<file path="src/msf_pkg.sv">
// Shared constants for the memory select and flash reset block
package msf_pkg;

  // ----------------------------------------------------------------
  // Register offsets within the register space
  // ----------------------------------------------------------------
  localparam logic [7:0] OFS_MAIN_PROT = 8'hC0;
  localparam logic [7:0] OFS_BOOT_PROT = 8'hC2;
  localparam logic [7:0] OFS_SPACE_MAP = 8'hC4;
  localparam logic [7:0] OFS_PAGE = 8'hE0;

  // ----------------------------------------------------------------
  // Field positions
  // ----------------------------------------------------------------
  localparam int BIT_SECURITY = 7;
  localparam int BIT_PERIPHERAL_IO_ENABLE = 7;
  localparam int BIT_MAIN_FLASH_IN_DATA_SPACE = 4;
  localparam int BIT_BOOT_DATA = 3;
  localparam int BIT_MAIN_FLASH_IN_CODE_SPACE = 2;
  localparam int BIT_BOOT_CODE = 1;
  localparam int BIT_SRAM_CODE = 0;

  // ----------------------------------------------------------------
  // Reset values
  // ----------------------------------------------------------------
  localparam logic [7:0] PAGE_RST = 8'h00;
  localparam logic [7:0] SPACE_MAP_INIT = 8'h0C;

  // ----------------------------------------------------------------
  // Flash command sequence
  // ----------------------------------------------------------------
  localparam logic [11:0] UNLOCK1_ADDR = 12'hAAA;
  localparam logic [7:0] UNLOCK1_DATA = 8'hAA;
  localparam logic [11:0] UNLOCK2_ADDR = 12'h554;
  localparam logic [7:0] UNLOCK2_DATA = 8'h55;
  localparam logic [7:0] RESET_CMD_DATA = 8'hF0;

  // ----------------------------------------------------------------
  // Timing
  // ----------------------------------------------------------------
  localparam int CLK_PERIOD_PS = 25000;
  localparam int RECOVER_TIME_US = 25;
  localparam int RECOVER_CYCLES = (RECOVER_TIME_US * 1000000) / CLK_PERIOD_PS;
  localparam int RECOVER_W = $clog2(RECOVER_CYCLES + 1);

  // Flash recovery states
  typedef enum logic [1:0] {
    MSF_READ,
    MSF_OTHER,
    MSF_RECOVER
  } msf_flash_state_t;

  // Unlock sequence states
  typedef enum logic [1:0] {
    MSF_UL_IDLE,
    MSF_UL_ONE,
    MSF_UL_TWO
  } msf_unlock_t;

endpackage : msf_pkg

</file>
<file path="src/msf_mem_select.sv">
// Memory select arbitration, space map, page register and flash reset control
//
// Summary of operation
// RQ1: Main protection register bit i reads 1 when main sector i is protected.
// RQ2: Boot protection bits 3..0 show boot sector protection; bits 6..4 read zero.
// RQ3: Boot protection bit 7 reads 1 once the security flag is set.
// RQ4: Flash reset is one write, optionally after the AAh/55h unlock pair.
// RQ5: Host issues reset after ID/protect reads or after an error.
// RQ6: Reset command returns read mode at once, or after 25 us on error.
// RQ7: Reset ignored during program or bulk erase; aborts sector erase within 25 us.
// RQ8: Reset pin aborts any operation; read mode within 25 us if busy.
// RQ9: External reset pulses should last at least 25 us.
// RQ10: SRAM answers only while its select is high; select has three terms.
// RQ11: Boot sector select wins over an overlapping main sector select.
// RQ12: SRAM or register space select wins over any flash select.
// RQ13: Three priority levels; level one overrides; same level never overlaps.
// RQ14: Space map gates data reads and code fetches per memory; bit 7 PIO.
// RQ15: Space map loads its initial value at reset and stays writable.
// RQ16: Host writes 0Ch to the space map for separate spaces.
// RQ17: Host sets bits 2 and 4 for main flash in combined space.
// RQ18: Eight-bit page register at offset E0h, written and read back.
// RQ19: Page register outputs drive the decoder inputs.
// RQ20: Page register clears to zero on reset.
`timescale 1ns/1ps

module msf_mem_select #(
  parameter logic [7:0] SPACE_MAP_INIT = msf_pkg::SPACE_MAP_INIT,
  parameter logic [7:0] RESET_CMD = msf_pkg::RESET_CMD_DATA
) (
  input wire logic i_ref_clk,
  input wire logic i_reset,
  input wire logic i_reset_pin_n,
  input wire logic [15:0] i_addr,
  input wire logic [7:0] i_wdata,
  input wire logic i_wr_strobe,
  input wire logic i_rd_strobe,
  input wire logic i_code_fetch_strobe,
  input wire logic [7:0] i_main_flash_sector_select,
  input wire logic [3:0] i_boot_flash_sector_select,
  input wire logic i_sram_select,
  input wire logic i_register_space_select,
  input wire logic [7:0] i_main_protect,
  input wire logic [3:0] i_boot_protect,
  input wire logic i_security_flag,
  input wire logic i_prog_busy,
  input wire logic i_bulk_erase_busy,
  input wire logic i_sector_erase_busy,
  input wire logic i_error_status_bit,
  input wire logic i_flash_leave_read,
  output logic [7:0] o_rdata,
  output logic [7:0] o_main_flash_en,
  output logic [3:0] o_boot_flash_en,
  output logic o_sram_en,
  output logic o_register_space_en,
  output logic o_peripheral_io_enable,
  output logic [7:0] o_page_bits,
  output logic o_flash_read_mode,
  output logic o_flash_abort
);

  // ----------------------------------------------------------------
  // Reset pin synchroniser
  // ----------------------------------------------------------------
  logic pin_s1_reg;
  logic pin_s2_reg;
  logic pin_s3_reg;
  logic pin_level_reg;
  logic pin_level_next;
  wire pin_agree = (pin_s2_reg == pin_s3_reg);

  // Three stages; a change counts only once stages two and three agree
  always_ff @(posedge i_ref_clk)
  begin
    if (i_reset)
    begin
      pin_s1_reg <= 1'b1;
      pin_s2_reg <= 1'b1;
      pin_s3_reg <= 1'b1;
      pin_level_reg <= 1'b1;
    end
    else
    begin
      pin_s1_reg <= i_reset_pin_n;
      pin_s2_reg <= pin_s1_reg;
      pin_s3_reg <= pin_s2_reg;
      pin_level_reg <= pin_level_next;
    end
  end

  assign pin_level_next = pin_agree ? pin_s3_reg : pin_level_reg;
  wire pin_assert = pin_level_reg & ~pin_level_next;

  // ----------------------------------------------------------------
  // Registers
  // ----------------------------------------------------------------
  logic [7:0] page_select_reg;
  logic [7:0] memory_space_map_reg;
  logic [7:0] rdata_reg;

  // Register space decode
  wire [7:0] ofs = i_addr[7:0];
  wire reg_wr = i_register_space_select & i_wr_strobe;
  wire reg_rd = i_register_space_select & i_rd_strobe;
  wire hit_page = (ofs == msf_pkg::OFS_PAGE);
  wire hit_map = (ofs == msf_pkg::OFS_SPACE_MAP);
  wire hit_mprot = (ofs == msf_pkg::OFS_MAIN_PROT);
  wire hit_bprot = (ofs == msf_pkg::OFS_BOOT_PROT);

  // Protection views; unused boot bits read zero
  wire [7:0] main_prot_view = i_main_protect; // [RQ1]
  wire [7:0] boot_prot_view = {i_security_flag, 3'b000, i_boot_protect}; // [RQ2] [RQ3]

  // Read mux; unmapped offsets answer zero
  wire [7:0] rd_mux = hit_page ? page_select_reg : // [RQ18]
                      hit_map ? memory_space_map_reg :
                      hit_mprot ? main_prot_view :
                      hit_bprot ? boot_prot_view :
                      8'h00;

  // Page and map registers; the map keeps a host write until the next map write or reset
  always_ff @(posedge i_ref_clk)
  begin
    if (i_reset)
    begin
      page_select_reg <= msf_pkg::PAGE_RST; // [RQ20]
      memory_space_map_reg <= SPACE_MAP_INIT; // [RQ15]
    end
    else
    begin
      if (reg_wr && hit_page)
        page_select_reg <= i_wdata; // [RQ18]
      if (reg_wr && hit_map)
        memory_space_map_reg <= i_wdata; // [RQ15]
    end
  end

  // Read data is captured on the read strobe and held afterwards
  always_ff @(posedge i_ref_clk)
  begin
    if (i_reset)
      rdata_reg <= 8'h00;
    else if (reg_rd)
      rdata_reg <= rd_mux;
  end

  assign o_rdata = rdata_reg;
  assign o_page_bits = page_select_reg; // [RQ19]
  assign o_peripheral_io_enable = memory_space_map_reg[msf_pkg::BIT_PERIPHERAL_IO_ENABLE]; // [RQ14]

  // ----------------------------------------------------------------
  // Priority arbitration
  // ----------------------------------------------------------------
  // Level one: SRAM and register space; level two: boot; level three: main.
  // Same-level overlap is left to the decoder configuration.
  wire lvl1 = i_sram_select | i_register_space_select; // [RQ13]
  wire boot_any = |i_boot_flash_sector_select;
  wire [3:0] boot_pri = lvl1 ? 4'h0 : i_boot_flash_sector_select; // [RQ12]
  wire [7:0] main_pri = (lvl1 | boot_any) ? 8'h00 : // [RQ11] [RQ12]
                        i_main_flash_sector_select;

  // ----------------------------------------------------------------
  // Space map gating
  // ----------------------------------------------------------------
  // Code fetches and flash data reads each need their map bit; SRAM data reads and writes pass,
  // so flash commands work whatever the map says.
  wire [7:0] vm = memory_space_map_reg;
  wire main_ok = i_code_fetch_strobe ? vm[msf_pkg::BIT_MAIN_FLASH_IN_CODE_SPACE] : // [RQ14]
                 i_rd_strobe ? vm[msf_pkg::BIT_MAIN_FLASH_IN_DATA_SPACE] : 1'b1;
  wire boot_ok = i_code_fetch_strobe ? vm[msf_pkg::BIT_BOOT_CODE] : // [RQ14]
                 i_rd_strobe ? vm[msf_pkg::BIT_BOOT_DATA] : 1'b1;
  wire sram_ok = i_code_fetch_strobe ? vm[msf_pkg::BIT_SRAM_CODE] : 1'b1; // [RQ14]

  assign o_main_flash_en = main_ok ? main_pri : 8'h00;
  assign o_boot_flash_en = boot_ok ? boot_pri : 4'h0;
  assign o_sram_en = i_sram_select & sram_ok; // [RQ10]
  assign o_register_space_en = i_register_space_select;

  // ----------------------------------------------------------------
  // Flash command decode
  // ----------------------------------------------------------------
  msf_pkg::msf_unlock_t unlock_reg;
  msf_pkg::msf_unlock_t unlock_next;

  // A flash write is one that reaches a flash sector after arbitration
  wire flash_wr = i_wr_strobe & ((|main_pri) | (|boot_pri));
  wire [11:0] a12 = i_addr[11:0];
  wire is_ul1 = (a12 == msf_pkg::UNLOCK1_ADDR) && (i_wdata == msf_pkg::UNLOCK1_DATA);
  wire is_ul2 = (a12 == msf_pkg::UNLOCK2_ADDR) && (i_wdata == msf_pkg::UNLOCK2_DATA);
  wire is_rst = (i_wdata == RESET_CMD);
  // The reset command counts bare or after a complete unlock pair
  wire rst_cmd = flash_wr & is_rst & (unlock_reg != msf_pkg::MSF_UL_ONE); // [RQ4]

  // Unlock tracker; any other write drops back to idle
  always_comb
  begin
    unlock_next = unlock_reg;
    if (flash_wr)
    begin
      case (unlock_reg)
        msf_pkg::MSF_UL_IDLE:
          unlock_next = is_ul1 ? msf_pkg::MSF_UL_ONE : msf_pkg::MSF_UL_IDLE;
        msf_pkg::MSF_UL_ONE:
          unlock_next = is_ul2 ? msf_pkg::MSF_UL_TWO : msf_pkg::MSF_UL_IDLE;
        msf_pkg::MSF_UL_TWO:
          unlock_next = msf_pkg::MSF_UL_IDLE;
        default:
          unlock_next = msf_pkg::MSF_UL_IDLE;
      endcase
    end
  end

  always_ff @(posedge i_ref_clk)
  begin
    if (i_reset)
      unlock_reg <= msf_pkg::MSF_UL_IDLE;
    else
      unlock_reg <= unlock_next;
  end

  // ----------------------------------------------------------------
  // Flash reset state machine
  // ----------------------------------------------------------------
  localparam int RW = msf_pkg::RECOVER_W;
  localparam logic [RW-1:0] RECOVER_LAST = RW'(msf_pkg::RECOVER_CYCLES - 1);

  msf_pkg::msf_flash_state_t fstate_reg;
  msf_pkg::msf_flash_state_t fstate_next;
  logic [RW-1:0] rec_cnt_reg;
  logic [RW-1:0] rec_cnt_next;
  logic abort_reg;
  logic abort_next;

  wire busy_locked = i_prog_busy | i_bulk_erase_busy;
  wire any_busy = busy_locked | i_sector_erase_busy;
  // Command accepted only when no program or bulk erase is running
  wire cmd_ok = rst_cmd & ~busy_locked; // [RQ7]
  wire cmd_slow = cmd_ok & (i_error_status_bit | i_sector_erase_busy); // [RQ6] [RQ7]
  wire pin_slow = pin_assert & any_busy; // [RQ8]

  // Next-state logic; the pin has priority over a command in the same cycle
  always_comb
  begin
    fstate_next = fstate_reg;
    rec_cnt_next = rec_cnt_reg;
    abort_next = 1'b0;
    if (pin_assert)
    begin
      abort_next = any_busy; // [RQ8]
      rec_cnt_next = '0;
      fstate_next = pin_slow ? msf_pkg::MSF_RECOVER : msf_pkg::MSF_READ; // [RQ8]
    end
    else
    begin
      case (fstate_reg)
        msf_pkg::MSF_READ:
        begin
          if (i_flash_leave_read)
            fstate_next = msf_pkg::MSF_OTHER;
        end
        msf_pkg::MSF_OTHER:
        begin
          if (cmd_ok)
          begin
            abort_next = i_sector_erase_busy; // [RQ7]
            rec_cnt_next = '0;
            fstate_next = cmd_slow ? msf_pkg::MSF_RECOVER : // [RQ6]
                          msf_pkg::MSF_READ;
          end
        end
        msf_pkg::MSF_RECOVER:
        begin
          // Fixed 25 us wait, then read mode
          if (rec_cnt_reg == RECOVER_LAST)
            fstate_next = msf_pkg::MSF_READ; // [RQ6] [RQ7] [RQ8]
          else
            rec_cnt_next = rec_cnt_reg + 1'b1;
        end
        default:
          fstate_next = msf_pkg::MSF_READ;
      endcase
    end
  end

  // Recovery state; starts in read mode after reset
  always_ff @(posedge i_ref_clk)
  begin
    if (i_reset)
    begin
      fstate_reg <= msf_pkg::MSF_READ;
      rec_cnt_reg <= '0;
      abort_reg <= 1'b0;
    end
    else
    begin
      fstate_reg <= fstate_next;
      rec_cnt_reg <= rec_cnt_next;
      abort_reg <= abort_next;
    end
  end

  assign o_flash_read_mode = (fstate_reg == msf_pkg::MSF_READ);
  assign o_flash_abort = abort_reg;

endmodule : msf_mem_select

</file>
<file path="config.mk">
export PLATFORM = sky130hd
export DESIGN_NAME = msf_mem_select
export DESIGN_NICKNAME = d
export VERILOG_FILES = /design/src/msf_pkg.sv /design/src/msf_mem_select.sv
export SDC_FILE = /design/constraint.sdc
export NUM_CORES = 1
export LEC_CHECK = 0
export ABC_AREA = 1
export BUFFER_PORTS_ARGS = -buffer_cell sky130_fd_sc_hd__clkbuf_2
export CORE_AREA = 2 2 75 77
export CTS_CLUSTER_SIZE = 28
export DETAILED_ROUTE_END_ITERATION = 10
export DIE_AREA = 0 0 77 79
export PLACE_DENSITY = 0.84
export SYNTH_ARGS = -nofsm -noshare
export SYNTH_HDL_FRONTEND = slang
export SYNTH_SLANG_ARGS = --single-unit
</file>
<file path="constraint.sdc">
create_clock -name i_ref_clk -period 4.05 [get_ports i_ref_clk]
set_clock_uncertainty 0.05 [all_clocks]
set_input_delay 0.6075 -clock i_ref_clk [delete_from_list [all_inputs] [get_ports i_ref_clk]]
set_output_delay 0.6075 -clock i_ref_clk [all_outputs]
set_load 0.05 [all_outputs]
</file>
==> results of run 1 <==
==> through the flow <==
step / hold WS (ps) / setup slack [ps]
after floorplan: 339 / 1380
after global placement: 348 / 1710
after detailed placement: 347 / 1680
after CTS: 365 / 1720
after global routing: 383 / 1600
final: 363 / 1730
==> worst max-delay path: stages <==
cell and delay [ps]:
clkbuf_2 140, nor2_4 200, nand3_4 140, inv_2 100, nand2_1 60, nor2_1 100
clkbuf_2 300
==> area by class of cell <==
cell class,instances,area share [%]
multi-input cells,269,45.0
flip-flops and latches,43,28.6
repair buffers,90,15.0
inverters,46,5.73
well taps,72,2.99
clock buffers,7,2.53
clock inverters,1,0.166
==> power by group through the flow <==
stage | Sequential, mW | Clock, mW | Combinational (mW)
6_report | 0.431 | 0.263 | 0.118
5_1_grt | 0.432 | 0.282 | 0.130
4_1_cts | 0.431 | 0.271 | 0.118
3_5_place_dp | 0.441 | 0 | 0.117
3_3_place_gp | 0.441 | 0 | 0.116
2_1_floorplan | 0.447 | 0 | 0.0584
==> logic make-up (layout without fill, tap and decap cells) <==
logic type / count (synthesis) / in the layout / share of synthesized area, %
xor+xnor: 5 / 5 / 1.81
simple gates: 189 / 189 / 36.5
flops: 43 / 43 / 35.6
buf+inv: 52 / 144 / 8.28
compound gates: 74 / 74 / 17.3
fa+ha+maj: 1 / 1 / 0.518
==> per-layer routing <==
| metal | share of wire (%) | routed length, um | vias up | track usage (%) |
|---|---|---|---|---|
| li1 | - | - | 1390 | - |
| met1 | 43 | 2750 | 1219 | 27.4 |
| met2 | 49 | 3170 | 80 | 38.3 |
| met3 | 5.6 | 364 | 16 | 3.86 |
| met4 | 2.8 | 179 | 0 | 8.39 |
| met5 | 0 | 0 | - | 0 |
==> cells in the mapped netlist (4+ instances only) <==
library cell	instances
inv_1	43
a21oi_1	33
o2111ai_1	5
nor2_1	41
o211ai_1	4
o21ai_0	25
nand3_1	19
nand4_1	5
nor3_1	19
nand2_1	86
dfxtp_1	43
clkbuf_1	4
xor2_1	4
==> final timing paths <==
| check | start | end | depth (start not counted) | slack [ps] |
|---|---|---|---|---|
| worst max-delay path | i_register_space_select | o_main_flash_en[1] | 7 | 1730 |
| worst min-delay path | pin_s1_reg | pin_s2_reg | 1 | 360 |
| worst max register to register | rec_cnt_reg[0] | rec_cnt_reg[8] | 8 | 2290 |
| worst min register to register | pin_s1_reg | pin_s2_reg | 1 | 360 |
==> summary.md, run 1 <==
| Metric | Value |
|---|---|
| Run status | finished, final reports clean |
| Int Pwr | around 0.6 mW |
| Height of the die | 79 um |
| Yosys top cell by area | dfxtp_1 |
| Max Cap Viol | 0 |
| Vias | around 2700 |
| Synth top area cells | dfxtp_1, nand2_1, a21oi_1 |
| Num CTS Buffers | 5 |
| GPL Wtd Cong | 0.885 |
| Clk_lat worst skew | 290 ps |
| PwrDens | 270 mW/mm^2 |
| H-tree depth | 2 |
| Syn_nets | 427 |
| Fin Setup TNS | 0 ps |
| Final WL | 6.46 mm |
| Clock share of power | 32.4% |
| # placed instances | 520 |
| Clock-pin slew on the worst setup and hold paths | 70 ps |
| Final worst path period need | 2320 ps |
| Synth top area share | 35.6% |
| Sequential share of the synthesized area | 35.6% |
| Multi-input gate area | roughly 0.0014 sq mm |
| Final Hold Violating Endpoints | 0 |
| 1st-iter DRT viols | 138 |
| Worst-case clock buffer depth | 2 |
| IO Port Bufs | 90 |
| Post-CTS Setup Repair Bufs | 0 |
| Filler cell count | 548 |
| Type of origin of the critical path | primary input |
| Commonest non-fill, non-tap cell in the layout | clkbuf_2 |
| Peak supply drop | 0.000159 V |
| Net Switching | approximately 0.22 mW |
| Final HPWL DP | between 5 and 6 mm |
| Final setup violation count | 0 |
| Data arrival, critical path | 1660 ps |
| Layout Cell Area excl Fill | 0.00301 sq mm |
| Period utilization | 57.3% |
| Switching Fraction | 27.4% |
| Asr flop ratio synth | 0% |
| Antenna diodes | 0 |
| Total die area | 0.00608 sq mm |
| CTS tree | yes |
| Seq pwr share | 53.1% |
| Vias in the first global route | 2489 |
| ANT nets after route | 0 |
| Initial antenna violation count | 0 |
| Worst-path maximum fanout | 9 |
| Post-synth EDFFs | 0 |
| Synth warnings | 0 |
| Row cnt | 27 |
| Top-Level Pins | 95 |
| Via/cell ratio | 5.12 |
| Syn_area_per_cell | around 6.6 sq um |
| Synth Flop Type | dfxtp_1 |
| Finished Layout Cells | around 530 |
| Gate power share | 14.5% |
| Gr ovfl total | 0 |
| Mapped Area | 0.00242 sq mm |
| Count of final max-slew check failures | 0 |
| Post-CTS sizing | 0 |
| Least-Margin Pin Slew | 608 ps |
| Core Util, Final | 56.4% |
| Share of layout cells above drive strength 1 | about 25% |
| Fmax | 0.431 GHz |
| Root Buffer Master | clkbuf_8 |
| Hold Path Class | flop to flop |
| Max-slew headroom | 59.4% |
| RSZ-0062 raised after global routing | false |
| Critical path class | primary input to output port |
| Register area | 861 sq um |
| Critical path required time | 3390 ps |
| Global-route wire length before repair | 10.9 mm |
| Synthesis-stage register bit count | 43 |
| Leakage power | 1.30 nW |
| Core Region | ~0.0053 sq mm |
| Pin count of the biggest net entering global routing | 24 |
| DRC | 0 |
| CTS Hold Bufs | 0 |
| CTS sink cnt | 43 |
| Critical Path End Type | output port |
| Final net count | 518 |
| GRT Util Overall | ~22% |
| Starting density of the core | a little under half |
| Area after DPL | 0.00293 sq mm |
| Most frequent cells in the layout | clkbuf_2, nand2_1, inv_1, dfxtp_1, nor2_1 |
| Avg WL per Cell | roughly 12 um |
| Layout area overhead | 24.6% |
| Max reg flops | 10 |
| Synth cell types | 36 |
| Total Power | 0.812 mW |
| DRT Pass-1 Iters | 4 |
| Die extent in x | 77 um |
| Syn Inst Count | 364 |
No activity file was read; power rests on OpenSTA's default activity.
==> inputs of run 2 (changes only) <==
- clock period: 4.05 -> 2.19 ns (I/O delays scaled with it)
==> run 2 against run 1 <==
Net effect: cell area rose by 0.75%; critical endpoint unchanged; die area did not move; largest power group unchanged; register-to-register slack got worse by 1800 ps; highest routed layer unchanged.
==> summary.md, run 2 (synthesized netlist as in run 1, its figures left out) <==
| Metric | Value |
|---|---|
| Run status | finished, final reports clean |
| Final Hold Violating Endpoints | 0 |
| Count of final max-slew check failures | 0 |
| Most frequent cells in the layout | clkbuf_2, nand2_1, inv_1, dfxtp_1, nor2_1 |
| Num CTS Buffers | 5 |
| RSZ-0062 raised after global routing | false |
| ANT nets after route | 0 |
| DP Worst Slack | 325 ps |
| Total Power | 1.53 mW |
| IO Port Bufs | 90 |
| 1st-iter DRT viols | 119 |
| Peak supply drop | 0.000229 V |
| Total die area | roughly 0.0061 sq mm |
| Vias | 2706 |
| H-tree depth | 2 |
| Initial antenna violation count | 0 |
| CTS sink cnt | 43 |
| Critical path required time | roughly 1800 ps |
| Global-route wire length before repair | 10.8 mm |
| Die extent in x | 77 um |
| Row cnt | 27 |
| Max-slew headroom | 63.1% |
| Type of origin of the critical path | flop |
| Post-CTS sizing | 0 |
| GPL Wtd Cong | 0.860 |
| Least-Margin Pin Slew | ~550 ps |
| Share of layout cells above drive strength 1 | 25.8% |
| Critical path class | flop to output port |
| Leakage power | between 1 and 1.5 nW |
| Final net count | 520 |
| Pin count of the biggest net entering global routing | 23 |
| Starting density of the core | 45.3% |
| Vias in the first global route | about 2500 |
| Final setup violation count | 0 |
| Worst-case clock buffer depth | 2 |
| Critical Path End Type | output port |
| Final worst path period need | between 1500 and 2000 ps |
| Hold Path Class | primary input to flop |
| Core Region | approximately 0.0053 sq mm |
| DRT Pass-1 Iters | 4 |
| Top-Level Pins | 95 |
| Post-CTS Setup Repair Bufs | 0 |
| Fmax | 0.531 GHz |
| Layout area overhead | 25.5% |
| Fin Setup TNS | 0 ps |
| Worst-path maximum fanout | 8 |
| Data arrival, critical path | around 1500 ps |
| Avg WL per Cell | ~12 um |
| Via/cell ratio | 5.11 |
| PwrDens | 504 mW/mm^2 |
| Clk_lat worst skew | 300 ps |
| Final Worst Setup Slack | around 300 ps |
| Clock-pin slew on the worst setup and hold paths | 80 ps |
| Antenna diodes | 0 |
| GRT Util Overall | 21.6% |
| Period utilization | 86.0% |
| DRC | 0 |
| Max Cap Viol | 0 |
| Root Buffer Master | clkbuf_8 |
| Max reg flops | 10 |
| CTS tree | yes |
| Final HPWL DP | 5.14 mm |
| Final WL | about 6.5 mm |
| Commonest non-fill, non-tap cell in the layout | clkbuf_2 |
| Height of the die | around 79 um |
| CTS Hold Bufs | 0 |
| Gr ovfl total | 0 |
## run 2: worst paths after layout
| path | from | to | slack [ps] | cells after the start |
|---|---|---|---|---|
| worst min-delay path | i_reset_pin_n | pin_s1_reg | 170 | 2 |
| worst max-delay path | memory_space_map_reg[2] | o_main_flash_en[1] | 310 | 3 |
| worst max register to register | rec_cnt_reg[0] | rec_cnt_reg[8] | 450 | 8 |
| worst min register to register | pin_s1_reg | pin_s2_reg | 370 | 1 |
## run 2: where the power goes
part,switching (mW),internal [mW],leakage (nW)
Clock,0.290,0.222,0.0402
Combinational,0.144,0.0747,0.916
Sequential,0.00603,0.792,0.348
## run 2: metrics by stage
stage / hold WS, ps / utilization, % / area (sq um) / cells
after global routing: 165 / 56.8 / 3030 / 530
after global placement: 347 / 55.2 / 2950 / 522
after detailed placement: 350 / 55.2 / 2950 / 522
after CTS: 165 / 56.8 / 3030 / 530
after floorplan: 339 / - / 2420 / 364
final: 166 / 56.8 / 3030 / 530
## run 2: cell type report
class	instances	area, sq um
clock inverters	3	20.0
inverters	46	173
clock buffers	5	68.8
repair buffers	92	465
flip-flops and latches	43	861
well taps	72	90.1
multi-input cells	269	1360
fillers	538	2300
## run 2: worst max-delay path: stages, from the launching register on
cell	delay [ps]
dfxtp_1	350
o21ai_1	470
nor2_1	130
clkbuf_2	260
## run 2: routing by layer
layer / vias to the layer above / track usage [%] / routed length [um]
li1: 1395 / - / -
met1: 1234 / 26.3 / 2910
met2: 71 / 38.3 / 3210
met3: 6 / 4.43 / 292
met4: 0 / 6.79 / 53
met5: - / 0 / 0
